**config.mk**
```make
export PLATFORM = sky130hd
export DESIGN_NAME = machine_status_csr_bank
export DESIGN_NICKNAME = d
export VERILOG_FILES = /design/src/hdl/machine_status_csr_pkg.sv /design/src/hdl/machine_status_csr_bank.sv
export VERILOG_INCLUDE_DIRS = /design/src /design/src/hdl
export SDC_FILE = /design/constraint.sdc
export NUM_CORES = 1
export LEC_CHECK = 0
export BUFFER_PORTS_ARGS = -buffer_cell sky130_fd_sc_hd__buf_4
export CAP_MARGIN = 20
export CORE_ASPECT_RATIO = 0.8
export CORE_UTILIZATION = 45
export CTS_CLUSTER_DIAMETER = 30
export DETAILED_ROUTE_END_ITERATION = 16
export PLACE_DENSITY_LB_ADDON = 0.2
export SETUP_SLACK_MARGIN = 0.4
export SLEW_MARGIN = 0
export SYNTH_ARGS = -nofsm -noshare
export SYNTH_HDL_FRONTEND = slang
export SYNTH_SLANG_ARGS = --single-unit
```
**constraint.sdc**
```tcl
create_clock -name sys_clk -period 2 [get_ports sys_clk]
set_clock_uncertainty 0.05 [all_clocks]
set_input_delay 0.1 -clock sys_clk [delete_from_list [all_inputs] [get_ports sys_clk]]
set_output_delay 0.1 -clock sys_clk [all_outputs]
set_load 0.02 [all_outputs]
```
**src/hdl/machine_status_csr_regs.svh**
```systemverilog
`ifndef MACHINE_STATUS_CSR_REGS_SVH
`define MACHINE_STATUS_CSR_REGS_SVH
`define TABLE_JUMP_BASE_ADDR   12'h017
`define MACHINE_STATUS_ADDR    12'h300
`define MACHINE_ISA_REPORT_ADDR 12'h301
`define MACHINE_STATUS_RESET   32'h0000_1800
`define TABLE_JUMP_BASE_RESET  32'h0000_0000
`define TJB_BASE_MASK          32'hffff_ffc0
`define MS_MIE_BIT             3
`define MS_PRIOR_INTERRUPT_ENABLE_BIT            7
`define MS_MPP_LO              11
`define MS_MPP_HI              12
`define MS_MODIFY_PRIVILEGE_BIT_BIT            17
`define MS_TW_BIT              21
`define ISA_WIDTH_VAL          2'h1
`define ISA_C_BIT              2
`define ISA_E_BIT              4
`define ISA_I_BIT              8
`define ISA_M_BIT              12
`define ISA_U_BIT              20
`define ISA_X_BIT              23
`endif

```
**src/hdl/machine_status_csr_pkg.sv**
```systemverilog
package machine_status_csr_pkg;
  typedef enum logic [1:0] {
    PRIV_USER    = 2'b00,
    PRIV_MACHINE = 2'b11
  } priv_t;

  typedef enum logic [1:0] {
    CSR_OP_WRITE = 2'b01,
    CSR_OP_SET   = 2'b10,
    CSR_OP_CLEAR = 2'b11
  } csr_op_t;

  typedef struct packed {
    logic        en;
    csr_op_t     op;
    logic [11:0] addr;
    logic [31:0] wdata;
  } csr_req_t;
endpackage

```
**src/hdl/machine_status_csr_bank.sv**
```systemverilog
`timescale 1ns/1ps
`default_nettype none
`include "machine_status_csr_regs.svh"

module machine_status_csr_bank #(
  parameter bit TABLE_JUMP_OPTION      = 1'b1,
  parameter bit MULTIPLY_DIVIDE_OPTION = 1'b1,
  parameter bit EMBEDDED_BASE          = 1'b0
) (
  input  wire logic                              sys_clk,
  input  wire logic                              rst,
  input  wire machine_status_csr_pkg::csr_req_t  csr_req,
  output logic [31:0]                            csr_rdata,
  output logic                                   csr_addr_hit,
  input  wire logic                              trap_take,
  input  wire logic                              trap_return,
  input  wire logic                              wfi_exec,
  output machine_status_csr_pkg::priv_t          cur_priv,
  output machine_status_csr_pkg::priv_t          data_priv,
  output logic                                   wfi_illegal,
  output logic                                   irq_global_en
);

  logic [31:0] status_q;
  logic [31:0] status_d;
  logic [31:0] tjb_q;
  logic [31:0] tjb_d;
  logic [1:0]  priv_q;
  logic [1:0]  priv_d;

  function automatic logic [31:0] apply_op(input logic [1:0] op, input logic [31:0] old,
                                           input logic [31:0] wd);
    case (op)
      2'b01:   apply_op = wd;
      2'b10:   apply_op = old | wd;
      2'b11:   apply_op = old & ~wd;
      default: apply_op = old;
    endcase
  endfunction

  // Only user and machine are legal; anything else falls to user
  function automatic logic [1:0] legal_priv(input logic [1:0] p);
    legal_priv = (p == 2'h3) ? 2'h3 : 2'h0;
  endfunction

  wire hit_tjb    = (csr_req.addr == `TABLE_JUMP_BASE_ADDR) && TABLE_JUMP_OPTION;
  wire hit_status = (csr_req.addr == `MACHINE_STATUS_ADDR);
  wire hit_isa    = (csr_req.addr == `MACHINE_ISA_REPORT_ADDR);
  wire wr_tjb     = csr_req.en && hit_tjb;
  wire wr_status  = csr_req.en && hit_status;
  wire [31:0] status_new = apply_op(csr_req.op, status_q, csr_req.wdata);
  wire [31:0] tjb_new    = apply_op(csr_req.op, tjb_q, csr_req.wdata);

  // Access legality is left to the decoder; the bank only flags address presence
  assign csr_addr_hit = hit_tjb | hit_status | hit_isa;

  wire [31:0] isa_value = {`ISA_WIDTH_VAL, 30'h0000_0000}
                        | (32'h1 << `ISA_C_BIT)
                        | (32'h1 << `ISA_U_BIT)
                        | (32'h1 << `ISA_X_BIT)
                        | ({31'h0, ~EMBEDDED_BASE} << `ISA_I_BIT)
                        | ({31'h0, EMBEDDED_BASE} << `ISA_E_BIT)
                        | ({31'h0, MULTIPLY_DIVIDE_OPTION} << `ISA_M_BIT);

  always_comb begin
    status_d = status_q;
    if (wr_status) begin
      status_d = 32'h0000_0000;
      status_d[`MS_MIE_BIT]  = status_new[`MS_MIE_BIT];
      status_d[`MS_PRIOR_INTERRUPT_ENABLE_BIT] = status_new[`MS_PRIOR_INTERRUPT_ENABLE_BIT];
      status_d[`MS_MODIFY_PRIVILEGE_BIT_BIT] = status_new[`MS_MODIFY_PRIVILEGE_BIT_BIT];
      status_d[`MS_TW_BIT]   = status_new[`MS_TW_BIT];
      status_d[`MS_MPP_HI:`MS_MPP_LO] = legal_priv(status_new[`MS_MPP_HI:`MS_MPP_LO]);
    end
    // Core events win over a coincident software write
    if (trap_take) begin
      status_d[`MS_PRIOR_INTERRUPT_ENABLE_BIT] = status_q[`MS_MIE_BIT];
      status_d[`MS_MIE_BIT]  = 1'b0;
      status_d[`MS_MPP_HI:`MS_MPP_LO] = priv_q;
    end else if (trap_return) begin
      status_d[`MS_MIE_BIT]  = status_q[`MS_PRIOR_INTERRUPT_ENABLE_BIT];
      status_d[`MS_PRIOR_INTERRUPT_ENABLE_BIT] = 1'b1;
      status_d[`MS_MPP_HI:`MS_MPP_LO] = 2'h0;
    end
  end

  always_comb begin
    priv_d = priv_q;
    if (trap_take) begin
      priv_d = 2'h3;
    end else if (trap_return) begin
      priv_d = status_q[`MS_MPP_HI:`MS_MPP_LO];
    end
  end

  assign tjb_d = wr_tjb ? (tjb_new & `TJB_BASE_MASK) : tjb_q;

  always_ff @(posedge sys_clk) begin
    if (rst) begin
      status_q <= `MACHINE_STATUS_RESET;
      tjb_q    <= `TABLE_JUMP_BASE_RESET;
      priv_q   <= 2'h3;
    end else begin
      status_q <= status_d;
      tjb_q    <= tjb_d;
      priv_q   <= priv_d;
    end
  end

  // ISA register has no storage, so writes cannot reach it
  assign csr_rdata = hit_status ? status_q :
                     hit_isa    ? isa_value :
                     hit_tjb    ? tjb_q : 32'h0000_0000;

  assign cur_priv      = machine_status_csr_pkg::priv_t'(priv_q);
  assign data_priv     = status_q[`MS_MODIFY_PRIVILEGE_BIT_BIT] ?
                         machine_status_csr_pkg::priv_t'(status_q[`MS_MPP_HI:`MS_MPP_LO]) :
                         machine_status_csr_pkg::priv_t'(priv_q);
  // Zero time limit: the fault is raised in the same cycle as the wait
  assign wfi_illegal   = wfi_exec && status_q[`MS_TW_BIT] && (priv_q == 2'h0);
  assign irq_global_en = status_q[`MS_MIE_BIT];
endmodule
`default_nettype wire

```
==> key figures <==
Die
  – Die Footprint: around 4900 um2
  – # IOs: 91
  – Initial core utilization: 48.03%
  – Core ar.: around 4300 um2
  – Die Ht: between 60 and 70 um
  – Row cnt: 21
  – Die width: 77.82 um

Routing
  – Starting DRC count in detailed routing: 168
  – Routed vias: 2,370
  – Vias per std cell: 5.940
  – Met2 WL: ~3.2 mm
  – WL per Instance: 16.87 um
  – Met1 Routed Length: between 2 and 3 mm
  – Antenna-violating nets left: 0
  – Highest metal used: met4
  – DR WL met3: 519 um
  – DRC errors left: 0
  – Drt total wl: 6.730 mm
  – Router iterations before antenna repair: 4

CTS
  – CTS tree: built
  – CTS max path bufs: 2
  – Root buf cell: clkbuf_8
  – H-tree depth: 2
  – Sink Count: 34
  – Clock-pin slew on the worst setup and hold paths: 70 ps
  – Worst-Skew Late Latency: 290 ps
  – Num CTS Buffers: 5

GRT
  – Number of global-route vias before repair: approximately 2,300
  – Largest net degree at the start of global routing: 24
  – Gr usage total: 28.36%
  – Initial antenna violation count: 0
  – Remaining global-route overflow: 0
  – First-pass GRT wire length: 11.04 mm

Logic synthesis
  – Leading area contributor after synthesis: dfxtp_1
  – Synth top area share: between 30% and 40%
  – Post-synthesis cell type count: 47
  – Async SR Flop Fraction: 0%
  – Synthesis Warnings: 0
  – Synth cell count leaders: dfxtp_1 (34), a32o_1 (23), o211ai_1 (23)
  – Synthesized cell area: slightly above 2000 um2
  – Top post-synthesis cells by area: dfxtp_1 (33%), a32o_1 (11%), o211ai_1 (8.3%), and2_1 (5.4%), nand2_1 (3.1%)
  – Register area share after synthesis: 32.89%
  – Post-synth EDFFs: 0
  – Top-count cell post-synth: dfxtp_1
  – Post-Syn Instances: 229
  – Ys flop type: dfxtp_1
  – Syn Area/Cell: between 9 and 10 um2
  – Seq cells post-synth: 34

Layout
  – Share of cells above drive strength 1: 41.52%
  – Area occupied by multi-input gates: 1339 um2
  – Synth-to-Final Area Change: 63.12%
  – Sequential Area: slightly below 700 um2
  – Final #Nets: 398
  – Ant. Diodes: 0
  – Filler cells: 303

Timing
  – Setup ws final: 194.7 ps
  – Final Hold Viols: 0
  – # setup viols final: 0
  – Tcrit/Tclk final: 90.27%
  – Max Slew Vio Count: 0
  – Post-layout minimum cycle time: 1805 ps
  – Unrepaired setup endpoints after global routing: yes
  – Max_slew headroom: approximately three fifths
  – Fmax: roughly 550 MHz
  – Fin Setup TNS: 0 ps
  – Worst slew pin tran: 564.6 ps

Pwr
  – Sequential power share: a little under half
  – Internal power: 0.001095 W
  – Maximum vdd ir drop: 0.3702 mV
  – Leakage Power: between 1 and 1.5 nW
  – Switching share of power: 27.40%
  – Logic pwr share: 18.2%
  – Pwr Density: 446.8 nW/um2
  – Final Total Pwr: 0.001508 W
  – Net switching power: 0.0004132 W
  – Clk network pwr share: roughly 36%

Min path
  – Min-Delay Path Class: in -> reg

Placement
  – Dpl ws: around 42 ps
  – GP Congestion: 0.8305
  – Hpwl dp: 4.152 mm
  – IO buf count: 81

Setup path
  – Setup crit end kind: primary output
  – Critical path fanouts, max: 14
  – Crit Path Category: in -> out
  – Arr. time, crit path: 1660 ps
  – Crit start category: primary input
  – Worst path required time: 1850 ps

Run status
  – Status: completed

Job
  – Max_cap viols: 0
-- timing repair --
action / 4_1_cts / 5_1_grt
hold buffers: 20 / 1
buffers inserted: 5 / 2
resized for setup: 24 / 16
hold endpoints to repair: 20 / 1
pin swaps: 11 / 9
setup endpoints to repair: 28 / 56
gates cloned: 3 / 0
-- worst max-delay path, stage by stage --
cell    delay (ps)
buf_6           90
or4_4          580
nor4_4         240
buf_6          200
buf_12         140
and2_1         150
buf_4          150
-- flip-flops by register name (all words and copies together) (netlist names) --
signal,count
tjb_q,26
status_q,6
cur_priv,2
-- kinds of logic (layout without fill, tap and decap cells) --
family	after synthesis	in the layout	share of synthesized area, %
compound gates	82	82	32.95
fa+ha+maj	5	5	3.023
buf+inv	30	140	6.710
flops	34	34	32.89
mux	8	8	3.990
other cells	1	4	0.1812
simple gates	69	69	20.25
-- area by class of cell --
| type | instances | share of cell area, % |
|---|---|---|
| multi-input combinational | 168 | 39.66 |
| timing repair buffer | 124 | 34.36 |
| sequential | 34 | 20.16 |
| clock buffer | 6 | 2.446 |
| tap | 57 | 2.113 |
| inverter | 8 | 0.8895 |
| clock inverter | 2 | 0.3706 |
-- cell usage in the layout, fill, tap and decap left out, types with 3 or more instances in the layout --
| cell | n |
|---|---|
| conb_1 | 4 |
| dfxtp_1 | 34 |
| dlygate4sd3_1 | 21 |
| and2_1 | 11 |
| mux2i_1 | 6 |
| nor2_1 | 5 |
| buf_16 | 3 |
| buf_6 | 21 |
| nand2_1 | 15 |
| a22o_1 | 4 |
| a32o_1 | 23 |
| or2_2 | 6 |
| nor2b_1 | 5 |
| clkbuf_8 | 6 |
| inv_1 | 6 |
| a211oi_1 | 6 |
| ha_1 | 5 |
| and2_4 | 7 |
| buf_12 | 3 |
| o211ai_1 | 23 |
| nor4_4 | 3 |
| buf_4 | 76 |
| a21oi_1 | 4 |
-- layer usage --
metal | vias up | global-route usage [%]
met2 | 111 | 48.45
met4 | 0 | 7.311
met1 | 1138 | 36.11
li1 | 1108 | -
met5 | - | 0
met3 | 13 | 5.985
-- worst paths after layout --
path,startpoint,endpoint,slack [ps],cells past startpoint
setup / recovery,csr_req[37],csr_rdata[22],190,7
hold / removal,csr_req[13],tjb_q[13]$_SDFFE_PP0P_,3,2
setup reg to reg,status_q[7]$_SDFFE_PP0P_,status_q[7]$_SDFFE_PP0P_,890,4
hold reg to reg,tjb_q[19]$_SDFFE_PP0P_,tjb_q[19]$_SDFFE_PP0P_,450,1
-- per-stage QoR --
step	hold WS [ps]	cell area [um2]	util, %	std cells
final	2.674	3376	78.34	399
after detailed placement	274.2	2796	64.90	360
after floorplan	165.4	2112	-	232
after CTS	4.396	3306	76.71	396
after global routing	5.827	3376	78.34	399
after global placement	272.7	2796	64.90	360
-- power by group through the flow --
stage / combinational [W] / clock [W] / sequential (W)
2_1_floorplan: 0.000108 / 0 / 0.000705
3_3_place_gp: 0.000222 / 0 / 0.000705
3_5_place_dp: 0.000227 / 0 / 0.000705
4_1_cts: 0.000263 / 0.000544 / 0.000690
5_1_grt: 0.000294 / 0.000582 / 0.000691
6_report: 0.000275 / 0.000544 / 0.000690
No activity file was read; power rests on OpenSTA's default activity.
